**src/pdors_regs.vh**
```
/*
 pdors_regs.vh: register offsets, field positions, reset values and timing
 counts for the PDO refresh scheduler.
 Assumes inclusion by bare name from the scheduler's design files.
*/
`ifndef PDORS_REGS_VH
`define PDORS_REGS_VH

// =====================================================================
// register byte offsets (APB, one aligned word each)
`define PDORS_OFF_CTRL     12'h000
`define PDORS_OFF_SYNC     12'h004
`define PDORS_OFF_RATE     12'h008
`define PDORS_OFF_TMO      12'h00C
`define PDORS_OFF_RETRY    12'h010
`define PDORS_OFF_RECON    12'h014
`define PDORS_OFF_STATUS   12'h018
`define PDORS_OFF_IRQ_STAT 12'h01C
`define PDORS_OFF_IRQ_MASK 12'h020
`define PDORS_OFF_COUNT    12'h024
`define PDORS_OFF_PDO_CNT  12'h028
`define PDORS_OFF_LINK     12'h02C

// =====================================================================
// field positions
`define PDORS_CTRL_SYNC_BIT   0
`define PDORS_CTRL_ENABLE_BIT 1
`define PDORS_LINK_UP_BIT     0
`define PDORS_LINK_DOWN_BIT   1
`define PDORS_IRQ_SENT_BIT    0
`define PDORS_IRQ_SUPP_BIT    1
`define PDORS_IRQ_TMO_BIT     2
`define PDORS_IRQ_FAIL_BIT    3
`define PDORS_IRQ_RECON_BIT   4

// =====================================================================
// bit rate codes
`define PDORS_RATE_20K  3'h0
`define PDORS_RATE_50K  3'h1
`define PDORS_RATE_125K 3'h2
`define PDORS_RATE_250K 3'h3
`define PDORS_RATE_500K 3'h4
`define PDORS_RATE_1M   3'h5

// =====================================================================
// reset values and timeout maximum
`define PDORS_CTRL_RST  2'h3
`define PDORS_SYNC_RST  32'h0000_2710
`define PDORS_RATE_RST  3'h2
`define PDORS_TMO_RST   12'h064
`define PDORS_TMO_MAX   12'hBB8
`define PDORS_RETRY_RST 8'h3C
`define PDORS_RECON_RST 8'h3C

// =====================================================================
// timing: tick lengths in time units and derived cycle counts at 100 MHz
`define PDORS_CLK_HZ      100000000
`define PDORS_US_NS       1000
`define PDORS_MS_US       1000
`define PDORS_S_MS        1000
`define PDORS_US_CYCLES   ((`PDORS_US_NS * (`PDORS_CLK_HZ / 1000000)) / 1000)

`endif

```
**src/pdors_tick.v**
```verilog
/*
 pdors_tick.v: free running tick divider, one-cycle pulse every DIV clocks.
 Assumes a single clock with synchronous active low reset.
*/
module pdors_tick #(
   parameter DIV = 1000
) (
   input wire clk,
   input wire rst_b,
   output reg tick
);
   reg [31:0] cnt;

   always @(posedge clk) begin
      if (!rst_b) begin
         cnt <= 32'h0000_0000;
         tick <= 1'b0;
      end else if (cnt >= DIV - 1) begin
         cnt <= 32'h0000_0000;
         tick <= 1'b1;
      end else begin
         cnt <= cnt + 32'h0000_0001;
         tick <= 1'b0;
      end
   end
endmodule

```
**src/pdors_link.v**
```verilog
/*
 pdors_link.v: communication timeout, retry and automatic reconnect sequencer.
 Assumes ms_tick and s_tick pulses from the same clock domain and a
 one-cycle rx_ok pulse for each good exchange with the slaves.
*/
module pdors_link (
   input wire clk,
   input wire rst_b,
   input wire ms_tick,
   input wire s_tick,
   input wire rx_ok,
   input wire [11:0] tmo_ms,
   input wire [7:0] retry_max,
   input wire [7:0] recon_s,
   output reg link_up,
   output reg retry_req,
   output reg timeout_ev,
   output reg fail_ev,
   output reg recon_ev
);
   localparam ST_UP = 2'h0;
   localparam ST_RETRY = 2'h1;
   localparam ST_DOWN = 2'h2;

   reg [1:0] state;
   reg [11:0] ms_cnt;
   reg [7:0] tries;
   reg [7:0] s_cnt;

   always @(posedge clk) begin
      if (!rst_b) begin
         state <= ST_UP;
         ms_cnt <= 12'h000;
         tries <= 8'h00;
         s_cnt <= 8'h00;
         link_up <= 1'b1;
         retry_req <= 1'b0;
         timeout_ev <= 1'b0;
         fail_ev <= 1'b0;
         recon_ev <= 1'b0;
      end else begin
         retry_req <= 1'b0;
         timeout_ev <= 1'b0;
         fail_ev <= 1'b0;
         recon_ev <= 1'b0;
         case (state)
            ST_UP: begin
               // a zero timeout disables supervision
               if (rx_ok || tmo_ms == 12'h000) begin
                  ms_cnt <= 12'h000;
               end else if (ms_tick) begin
                  if (ms_cnt + 12'h001 >= tmo_ms) begin
                     ms_cnt <= 12'h000;
                     timeout_ev <= 1'b1;
                     tries <= 8'h00;
                     state <= ST_RETRY;
                  end else begin
                     ms_cnt <= ms_cnt + 12'h001;
                  end
               end
            end
            ST_RETRY: begin
               if (rx_ok) begin
                  state <= ST_UP;
                  link_up <= 1'b1;
               end else if (tries >= retry_max) begin
                  state <= ST_DOWN;
                  link_up <= 1'b0;
                  fail_ev <= 1'b1;
                  s_cnt <= 8'h00;
               end else if (ms_tick) begin
                  if (ms_cnt + 12'h001 >= tmo_ms) begin
                     ms_cnt <= 12'h000;
                     tries <= tries + 8'h01;
                     retry_req <= 1'b1;
                  end else begin
                     ms_cnt <= ms_cnt + 12'h001;
                  end
               end
            end
            default: begin
               if (rx_ok) begin
                  state <= ST_UP;
                  link_up <= 1'b1;
                  ms_cnt <= 12'h000;
               end else if (recon_s != 8'h00 && s_tick) begin
                  if (s_cnt + 8'h01 >= recon_s) begin
                     s_cnt <= 8'h00;
                     retry_req <= 1'b1;
                     recon_ev <= 1'b1;
                  end else begin
                     s_cnt <= s_cnt + 8'h01;
                  end
               end
            end
         endcase
      end
   end
endmodule

```
**src/pdors_top.v**
```verilog
/*
 pdors_top.v: PDO refresh scheduler with APB register file and interrupt.
 Assumes scan_end, sync_start and data_changed come from controller logic
 on clk; can_rx comes from the bus transceiver pin.
*/
// The implementer's own choices: the register offsets and the APB register port.
// Behaviour
// - sync mode: count restarts each sync cycle
// - scan end, count over half: send, clear
// - below half or already sent: suppress, keep counting
// - new cycle, none sent, past half: send
// - async mode: send at scan end if changed
// - dominant is 0, recessive is 1
// - bit rate default 125k, selectable
// - timeout 0 to 3000 ms, default 100
// - retries 0 to 255, default 60
// - reconnect interval 0 to 255 s, default 60
// - bit rates limited to six values
`include "pdors_regs.vh"

module pdors_top (
   input wire clk,
   input wire rst_b,
   input wire psel,
   input wire penable,
   input wire pwrite,
   input wire [11:0] paddr,
   input wire [31:0] pwdata,
   output reg [31:0] prdata,
   output wire pready,
   output wire pslverr,
   input wire scan_end,
   input wire sync_start,
   input wire data_changed,
   input wire rx_ok,
   input wire can_rx,
   output reg pdo_send,
   output reg retry_req,
   output reg [2:0] rate_sel,
   output reg bus_dominant,
   output wire link_up,
   output reg irq
);
   // =====================================================================
   // registers
   reg sync_mode;
   reg enable;
   reg [31:0] sync_us;
   reg [11:0] tmo_ms;
   reg [7:0] retry_max;
   reg [7:0] recon_s;
   reg [4:0] irq_stat;
   reg [4:0] irq_mask;
   reg [31:0] elapsed;
   reg sent_in_cycle;
   reg [15:0] pdo_cnt;
   reg can_rx_m;
   reg can_rx_s;
   reg [31:0] next_elapsed;
   reg next_send;
   reg next_sent;
   reg next_supp;

   wire us_tick;
   wire ms_tick;
   wire s_tick;
   wire timeout_ev;
   wire fail_ev;
   wire recon_ev;
   wire link_retry;
   wire wr_en;
   wire rd_en;
   wire addr_ok;
   wire past_half;
   wire rate_wr_ok;
   wire [11:0] tmo_wr_val;
   reg [4:0] irq_clr;
   reg [4:0] irq_set;
   reg [4:0] next_irq_stat;
   // reset word split per field so each flop takes exactly one bit
   wire [1:0] ctrl_rst = `PDORS_CTRL_RST;

   // bit rate code legal only for the six supported rates
   function rate_ok;
      input [2:0] code;
      begin
         rate_ok = (code <= `PDORS_RATE_1M);
      end
   endfunction

   // exactly half still waits: the compare against this is strict
   function [31:0] half_of;
      input [31:0] t;
      begin
         half_of = {1'b0, t[31:1]}; // rounded down
      end
   endfunction

   // =====================================================================
   // time bases
   pdors_tick #(.DIV(`PDORS_US_CYCLES)) u_us (
      .clk(clk),
      .rst_b(rst_b),
      .tick(us_tick)
   );

   // ms and s ticks counted from the us tick keeps dividers narrow
   reg [9:0] us_div;
   reg [9:0] ms_div;
   reg ms_pulse;
   reg s_pulse;
   assign ms_tick = ms_pulse;
   assign s_tick = s_pulse;

   always @(posedge clk) begin
      if (!rst_b) begin
         us_div <= 10'h000;
         ms_div <= 10'h000;
         ms_pulse <= 1'b0;
         s_pulse <= 1'b0;
      end else begin
         ms_pulse <= 1'b0;
         s_pulse <= 1'b0;
         if (us_tick) begin
            if (us_div == `PDORS_MS_US - 1) begin
               us_div <= 10'h000;
               ms_pulse <= 1'b1;
               if (ms_div == `PDORS_S_MS - 1) begin
                  ms_div <= 10'h000;
                  s_pulse <= 1'b1;
               end else begin
                  ms_div <= ms_div + 10'h001;
               end
            end else begin
               us_div <= us_div + 10'h001;
            end
         end
      end
   end

   // =====================================================================
   // link supervision
   pdors_link u_link (
      .clk(clk),
      .rst_b(rst_b),
      .ms_tick(ms_tick),
      .s_tick(s_tick),
      .rx_ok(rx_ok),
      .tmo_ms(tmo_ms),
      .retry_max(retry_max),
      .recon_s(recon_s),
      .link_up(link_up),
      .retry_req(link_retry),
      .timeout_ev(timeout_ev),
      .fail_ev(fail_ev),
      .recon_ev(recon_ev)
   );

   // =====================================================================
   // bus level sampling
   // the pin is asynchronous to clk: two flops before any logic reads it
   always @(posedge clk) begin
      if (!rst_b) begin
         can_rx_m <= 1'b1;
         can_rx_s <= 1'b1;
         bus_dominant <= 1'b0;
         retry_req <= 1'b0;
      end else begin
         can_rx_m <= can_rx;
         can_rx_s <= can_rx_m;
         bus_dominant <= ~can_rx_s;
         retry_req <= link_retry;
      end
   end

   // =====================================================================
   // send decision
   assign past_half = elapsed > half_of(sync_us);

   always @* begin
      next_elapsed = elapsed;
      next_send = 1'b0;
      next_sent = sent_in_cycle;
      next_supp = 1'b0;
      if (us_tick) begin
         next_elapsed = elapsed + 32'h0000_0001;
      end
      if (!enable) begin
         next_elapsed = 32'h0000_0000;
         next_sent = 1'b0;
      end else if (sync_mode) begin
         // a cycle start takes priority over a scan end in the same clock
         if (sync_start) begin
            next_sent = 1'b0;
            if (!sent_in_cycle && past_half) begin
               next_send = 1'b1;
            end
            // count restarts at every cycle start either way
            next_elapsed = 32'h0000_0000;
         end else if (scan_end) begin
            if (past_half && !sent_in_cycle) begin
               next_send = 1'b1;
               next_sent = 1'b1;
               next_elapsed = 32'h0000_0000;
            end else begin
               next_supp = 1'b1;
            end
         end
      end else if (scan_end) begin
         // scan period regularity is the operator's job
         if (data_changed) begin
            next_send = 1'b1;
         end else begin
            next_supp = 1'b1;
         end
      end
   end

   always @(posedge clk) begin
      if (!rst_b) begin
         elapsed <= 32'h0000_0000;
         sent_in_cycle <= 1'b0;
         pdo_send <= 1'b0;
         pdo_cnt <= 16'h0000;
      end else begin
         elapsed <= next_elapsed;
         sent_in_cycle <= next_sent;
         pdo_send <= next_send;
         // wraps at the top; software works with differences
         if (next_send) begin
            pdo_cnt <= pdo_cnt + 16'h0001;
         end
      end
   end

   // =====================================================================
   // APB slave, zero wait states
   assign pready = 1'b1;
   assign addr_ok = (paddr <= `PDORS_OFF_LINK) && (paddr[1:0] == 2'b00);
   assign pslverr = psel && penable && !addr_ok;
   assign wr_en = psel && penable && pwrite && addr_ok;
   assign rd_en = psel && penable && !pwrite;
   // a rate word is legal only with all upper bits clear
   assign rate_wr_ok = (pwdata[31:3] == 29'h0000000) && rate_ok(pwdata[2:0]);
   // out of range timeouts are clamped to the maximum
   assign tmo_wr_val = (pwdata > {20'h00000, `PDORS_TMO_MAX}) ? `PDORS_TMO_MAX : pwdata[11:0];

   // =====================================================================
   // configuration registers
   always @(posedge clk) begin
      if (!rst_b) begin
         sync_mode <= ctrl_rst[`PDORS_CTRL_SYNC_BIT];
         enable <= ctrl_rst[`PDORS_CTRL_ENABLE_BIT];
         sync_us <= `PDORS_SYNC_RST;
         rate_sel <= `PDORS_RATE_RST;
         tmo_ms <= `PDORS_TMO_RST;
         retry_max <= `PDORS_RETRY_RST;
         recon_s <= `PDORS_RECON_RST;
         irq_mask <= 5'h00;
      end else begin
         if (wr_en) begin
            if (paddr == `PDORS_OFF_CTRL) begin
               sync_mode <= pwdata[`PDORS_CTRL_SYNC_BIT];
               enable <= pwdata[`PDORS_CTRL_ENABLE_BIT];
            end else if (paddr == `PDORS_OFF_SYNC) begin
               sync_us <= pwdata;
            end else if (paddr == `PDORS_OFF_RATE) begin
               if (rate_wr_ok) begin
                  rate_sel <= pwdata[2:0];
               end
            end else if (paddr == `PDORS_OFF_TMO) begin
               tmo_ms <= tmo_wr_val;
            end else if (paddr == `PDORS_OFF_RETRY) begin
               retry_max <= pwdata[7:0];
            end else if (paddr == `PDORS_OFF_RECON) begin
               recon_s <= pwdata[7:0];
            end else if (paddr == `PDORS_OFF_IRQ_MASK) begin
               irq_mask <= pwdata[4:0];
            end
         end
      end
   end

   // =====================================================================
   // interrupt status
   // hardware set wins over a simultaneous write-one clear
   always @* begin
      irq_clr = 5'h00;
      if (wr_en && paddr == `PDORS_OFF_IRQ_STAT) begin
         irq_clr = pwdata[4:0];
      end
      irq_set = {recon_ev, fail_ev, timeout_ev, next_supp, next_send};
      next_irq_stat = (irq_stat & ~irq_clr) | irq_set;
   end

   always @(posedge clk) begin
      if (!rst_b) begin
         irq_stat <= 5'h00;
         irq <= 1'b0;
      end else begin
         irq_stat <= next_irq_stat;
         irq <= |(irq_stat & irq_mask);
      end
   end

   // =====================================================================
   // read mux, zero outside a read access
   always @* begin
      prdata = 32'h0000_0000;
      if (rd_en) begin
         if (paddr == `PDORS_OFF_CTRL) begin
            prdata = {30'h0000_0000, enable, sync_mode};
         end else if (paddr == `PDORS_OFF_SYNC) begin
            prdata = sync_us;
         end else if (paddr == `PDORS_OFF_RATE) begin
            prdata = {29'h0000_0000, rate_sel};
         end else if (paddr == `PDORS_OFF_TMO) begin
            prdata = {20'h00000, tmo_ms};
         end else if (paddr == `PDORS_OFF_RETRY) begin
            prdata = {24'h000000, retry_max};
         end else if (paddr == `PDORS_OFF_RECON) begin
            prdata = {24'h000000, recon_s};
         end else if (paddr == `PDORS_OFF_STATUS) begin
            prdata = {29'h0000_0000, bus_dominant, past_half, sent_in_cycle};
         end else if (paddr == `PDORS_OFF_IRQ_STAT) begin
            prdata = {27'h0000000, irq_stat};
         end else if (paddr == `PDORS_OFF_IRQ_MASK) begin
            prdata = {27'h0000000, irq_mask};
         end else if (paddr == `PDORS_OFF_COUNT) begin
            prdata = elapsed;
         end else if (paddr == `PDORS_OFF_PDO_CNT) begin
            prdata = {16'h0000, pdo_cnt};
         end else if (paddr == `PDORS_OFF_LINK) begin
            prdata = {31'h0000_0000, link_up};
         end
      end
   end
endmodule

```
**config.mk**
```make
export PLATFORM = sky130hd
export DESIGN_NAME = pdors_top
export DESIGN_NICKNAME = d
export VERILOG_FILES = /design/src/pdors_tick.v /design/src/pdors_link.v /design/src/pdors_top.v
export VERILOG_INCLUDE_DIRS = /design/src /design/src/src
export SDC_FILE = /design/constraint.sdc
export NUM_CORES = 1
export LEC_CHECK = 0
export BUFFER_PORTS_ARGS = -buffer_cell sky130_fd_sc_hd__buf_2
export CORE_ASPECT_RATIO = 2
export CORE_MARGIN = 4
export CORE_UTILIZATION = 45
export DETAILED_ROUTE_END_ITERATION = 10
export PLACE_DENSITY_LB_ADDON = 0.12
export SLEW_MARGIN = 0
export SYNTH_ARGS = -nofsm -noshare
export SYNTH_HDL_FRONTEND = slang
export SYNTH_SLANG_ARGS = --single-unit
```
**constraint.sdc**
```tcl
create_clock -name clk -period 3.4 [get_ports clk]
set_input_delay 0.68 -clock clk [delete_from_list [all_inputs] [get_ports clk]]
set_output_delay 0.68 -clock clk [all_outputs]
set_load 0.02 [all_outputs]
```
---- Word level (Yosys, flattened, before mapping) ----
Index checks and enable logic that the tools add are counted.
word-level totals
  register bits after elaboration ......... 220
  latch bits .............................. 0
  bits in writable memories ............... 0
  bits in read-only memories .............. 0
  input port bits ......................... 54
  output and inout bits ................... 42
  logic and storage cells ................. 219
  memories kept ........................... 0
cells by class
  $add $sub $neg .......................... 8
  multiply operators ...................... 0
  divide/modulo/power cells ............... 0
  magnitude comparators ................... 8
  equality and inequality tests ........... 23
  shift-type cells ........................ 0
  mux-type cells .......................... 83
  bitwise logic cells ..................... 15
  reduce and logical (&&, ||, !) cells .... 49
operators with widths
  operator                 count
  $mux W32                 16
  $mux W8                  12
  $mux W12                 7
  $add A32 B1 Y32 const B  2
  $eq A12 B5 Y1 const B    4
  $eq A12 B6 Y1 const B    4
  $ge A32 B7 Y1 const B    1
  $gt A32 B12 Y1 const B   1
  $gt A32 B31 Y1           1
  $mux W1                  32
  $pmux W8 S2              2
  $logic_not A29 Y1        1
  $eq A12 B4 Y1 const B    2
  $logic_not A12 Y1        2
  $pmux W12 S2             1
  $add A10 B1 Y10 const B  2
  $eq A10 B10 Y1 const B   2
  $mux W10                 2
  $add A16 B1 Y16 const B  1
  $add A8 B1 Y8 const B    2
  $ge A8 B8 Y1             2
  $mux W16                 1
  $reduce_and A8 Y1        2
  $reduce_and A3 Y1        5
  other kinds (32)         79

---- Depth between registers and ports, before layout ----
  depth in word-level cells ............... 14
  gate-level depth with buffers ........... 15
  depth with buffers taken out ............ 14

---- Cells and area by module ----
Synthesis repeated with hierarchy kept, for this count alone.
second synthesis, totals
  cells, all modules ...................... 1389
  area total of the unflattened synthesis .. 11491.0 um2
modules (own cells, without submodules)
  module      instances  cells an instance  area an instance (um2)  seq. area each (um2)
  pdors_top   1          1003               7967.6                  3042.9
  pdors_link  1          318                2630.0                  700.7
  pdors_tick  1          68                 893.4                   660.6

---- Worst setup path before layout ----
Ideal clock, no wire load.
  path type ............................... flip-flop to flip-flop
  from .................................... reg u_link.ms_cnt[0]
  to ...................................... reg u_link.tries[0]
  library setup time ...................... 0.067 ns
  data arrival time ....................... 3.410 ns
  required time ........................... 3.333 ns
  slack ................................... -0.077 ns
  cell stages (with the launch flop) ...... 16
  buffers on the path ..................... 1
  clock period less this slack ............ 3.477 ns
  path through ............................ dfxtp_1 > ha_1 > and3_1 > and3_1 > and3_1 > and3_1 > xor2_1 > ha_1 > o21ai_1 > nand2b_1 > a21oi_1 > or3_1 > clkbuf_1 > or4_4 > or3_1 > a21oi_2
between the ends
  longest elaborated chain between the ends .. 4
  elaborated cells between the ends (all ways) .. 5
  classes of those cells .................. 1 x add/sub; 1 x order compare; 2 x eq/ne; 1 x reduce/logical
ends and longest elaborated chain
  what                             line                              source
  start, declared                  pdors_link.v:26                   reg [11:0] ms_cnt;
  start signal, assigned           pdors_link.v:58                   ms_cnt <= ms_cnt + 12'h001;
  start signal, assigned           pdors_link.v:77                   ms_cnt <= ms_cnt + 12'h001;
  $add A12 B1 Y12 (*)              pdors_link.v:52, pdors_link.v:72
  $ge A12 B12 Y1 (*)               pdors_link.v:52, pdors_link.v:72
  $ne A2 B1 Y1 (no line)           --
  $reduce_and A8 Y1 (no line) (*)  --
  end signal, assigned             pdors_link.v:74                   tries <= tries + 8'h01;
  end, declared                    pdors_link.v:27                   reg [7:0] tries;
Every way passes the cells marked *; elsewhere a longest branch is shown, timed or not.
A chain may end at the register's enable or synchronous reset.

---- Worst setup path in the final report ----
  from .................................... reg sync_us[27]
  to ...................................... out prdata[1]
between the ends
  longest elaborated chain between the ends .. 9
ends and longest elaborated chain
  what                    line             source
  start, declared         pdors_top.v:48   reg [31:0] sync_us;
  start signal, assigned  pdors_top.v:254  sync_us <= `PDORS_SYNC_RST;
  start signal, assigned  pdors_top.v:266  sync_us <= pwdata;
  $gt A32 B31 Y1          pdors_top.v:178  assign past_half = elapsed > half_of(sync_us);
  $mux W32                pdors_top.v:323  end else if (paddr == `PDORS_OFF_STATUS) begin
  $mux W32                pdors_top.v:321  end else if (paddr == `PDORS_OFF_RECON) begin
  $mux W32                pdors_top.v:319  end else if (paddr == `PDORS_OFF_RETRY) begin
  $mux W32                pdors_top.v:317  end else if (paddr == `PDORS_OFF_TMO) begin
  $mux W32                pdors_top.v:315  end else if (paddr == `PDORS_OFF_RATE) begin
  $mux W32                pdors_top.v:313  end else if (paddr == `PDORS_OFF_SYNC) begin
  $mux W32                pdors_top.v:311  if (paddr == `PDORS_OFF_CTRL) begin
  $mux W32                pdors_top.v:310  if (rd_en) begin
  end, declared           pdors_top.v:29   output reg [31:0] prdata,
No other way between the ends.

==> metrics <==
htree depth 1; hold_ws about 0.33 ns; Final setup viols 1; Max-slew headroom 0.5851; fillers 2388; asr flop ratio synth 0; Setup Skew roughly 0.020 ns; GRT Total Usage 0.2518; pwr/cell area about 380 nW/um^2; post-route cell area 13980 um^2; Initial Util 0.4575; dpl hpwl between 20000 and 30000 um; syn_area_per_cell just over 8 um^2; Sum Neg Setup Slack -0.1128 ns; hold crit path type input pin to register; post-route ant nets 0; Clock transition at path regs 0.06 ns; Avg Vias per Cell about 5.6; Post-synth EDFFs 0; vias in the first global route between 10000 and 15000; final-report hold violation count 0; Synth Cell Area 11170 um^2; final period utilization 1.033; CTS tree yes; number of cell rows between 80 and 90; sequential power share 0.494; crit path from sync_us[27]; DR pass1 iterations 5; VDD IR max ~0.00039 V; Slew Limit Fails 0; Hold Buf Count CTS 0; gpl congestion just under 1; setup ws final -0.1128 ns; initial antenna violation count 2; Seq cells post-synth 220; minimum clock period ~3.5 ns; Reg area approximately 4400 um^2; Root Driver clkbuf_16; Clock Power Share 0.466; # IOs 96; Die Y ~230 um; failing checks negative setup slack; WL/cell around 19 um; share of cells above drive strength 1 0.2240; static leakage 0.005485 uW; largest net degree at the start of global routing 53; area of the core between 20000 and 25000 um^2; internal power ~4100 uW; total routed wirelength 35490 um; Clock Path Buffers 3; die area 27570 um^2; Fmax achieved around 280 MHz; crit path max fanout 3; switch share 0.2309; status complete, but fails checks; Reg-to-Reg Start u_link.ms_cnt[0]; Synth-to-Final Area Change 25.13%; Synth cell types 74; Logic pwr share 0.041; Num CTS Buffers 22; Mapped Cells approximately 1400; Primary FF master, synth dfxtp_1; # nets final about 1700; worst-margin pin slew 0.6167 ns; hold path start can_rx; Seq/Total Area, Yosys 0.3942; # diodes 0; critical path required time 2.72 ns; Pwr Total around 5300 uW; Startpoint Class register; area occupied by multi-input gates around 6700 um^2; Post-route DRC 0; Iteration-0 DRC Markers around 520; Psw 1221 uW; RSZ-0062 raised after global routing yes; ranking of synthesized cells by area dfxtp_1 39%, ha_1 7.5%, nor2_1 5.8%, nand2_1 4.9%, a21oi_1 4.7%; YS warnings 0; worst skew pair latency 0.54 ns; top cell type's share of synthesized area 0.3942; Max Cap Violations 0; WP data arrival roughly 2.8 ns; Crit. End Element output pin; gr ovfl total 0; cell taking the most area after synthesis dfxtp_1; Setup CP Type register to output pin; DR vias around 11000; clock sink count 220; first-pass GRT wire length 54910 um; die width ~120 um; Port Buffers between 90 and 100; Placed Instance Area approximately 13000 um^2
## layer usage
metal | vias up | GRT usage | routed length, um
met5 | - | 0 | 26
met4 | 4 | 0.1639 | 2624
met3 | 131 | 0.03040 | 1543
met2 | 344 | 0.4957 | 19270
met1 | 5046 | 0.2376 | 12020
li1 | 5149 | - | -
## registers in the layout (all words and copies together), names as in the netlist, 2 cells and up
name / cells
u_link.s_cnt: 8
retry_max: 8
ms_div: 10
pdo_cnt: 16
tmo_ms: 12
u_us.cnt: 32
rate_sel: 3
recon_s: 8
u_link.tries: 8
elapsed: 32
irq_stat: 5
u_link.ms_cnt: 12
us_div: 10
irq_mask: 5
u_link.state: 2
sync_us: 32
## Yosys cell counts, types with 28 or more instances
cell	instances
xnor2_1	31
nor3_1	28
nand3_1	52
nor2_1	174
clkbuf_1	46
dfxtp_1	220
nand2_1	145
a21oi_1	105
o21ai_0	28
a22oi_1	34
inv_1	80
and3_1	32
nand4_1	29
ha_1	67
xor2_1	52
## logic make-up (layout without fill, tap and decap cells)
kind of cell,Yosys count,count (layout),share of synthesized area
AO/OA/AOI/OAI,272,272,0.1588
XOR/XNOR,83,83,0.06506
adder cells (fa/ha/maj),67,67,0.07503
buffers and inverters,140,322,0.04871
flip-flops,220,220,0.3942
multiplexers,26,26,0.02553
other,2,26,0.0006721
AND/OR/NAND/NOR,551,551,0.2320
## area by class of cell
class,count,share of cell area
repair buffers,202,0.09907
multi-input cells,1025,0.4808
clock inverters,11,0.009039
flip-flops and latches,220,0.3172
inverters,81,0.02175
clock buffers,28,0.04242
well taps,332,0.02971
## power by group through the flow
stage	registers (uW)	clock network (uW)	logic [uW]
finish	2610	2460	215
detailed placement	2670	0	207
CTS	2610	2500	209
global placement	2670	0	207
global route	2610	2610	231
floorplan	2660	0	97.4
## metrics by stage
step | setup WS (ns) | instances | utilization
floorplan | 0.01092 | 1385 | -
global placement | -0.09742 | 1838 | 0.5196
detailed placement | -0.1654 | 1838 | 0.5196
CTS | -0.1502 | 1890 | 0.5608
global route | -0.2285 | 1899 | 0.5724
finish | -0.1128 | 1899 | 0.5724
## worst max-delay path, stage by stage, from the launching register on
cell and delay (ns):
dfxtp_2 0.36, inv_1 0.05, ha_1 0.29, nand4_1 0.27, nor3_1 0.31, a2111oi_2 0.12, o211ai_1 0.18, o21ai_2 0.14
o311ai_1 0.22, and3_1 0.23, buf_6 0.13
## what timing repair did
action                                  4_1_cts  5_1_grt
resized for setup                            47       46
hold endpoints to repair                      0        0
endpoints found under the setup margin       44       50
setup buffers                                13        9
pin swaps                                    20       23
## final timing paths
check                           slack (ns)  cells after the start              end
worst min register to register        0.40                      1     bus_dominant
worst max register to register        0.06                     14  u_link.tries[7]
worst max-delay path                 -0.11                     10        prdata[1]
worst min-delay path                  0.33                      2         can_rx_m
## cell usage in the layout (no fill, tap or decap), drive strengths merged, types with 3 or more instances in the layout
cell,count
and3,33
xnor2,31
a221o,3
ha,67
nand2b,16
nand2,145
conb,26
o221a,5
o21a,3
nor2b,6
o311ai,3
mux2i,24
a21oi,106
buf,202
o211ai,18
a22oi,34
nor2,174
o22ai,7
a31oi,6
and2,11
or4,7
o21ai,33
nor4,24
nand3,52
or3,10
or2,6
inv,82
a21o,10
o31ai,7
clkbuf,28
nand4,29
a221oi,6
a222oi,5
xor2,52
clkinv,7
dfxtp,220
nor3,30
a211oi,5
(Power assumes the default switching activity.)
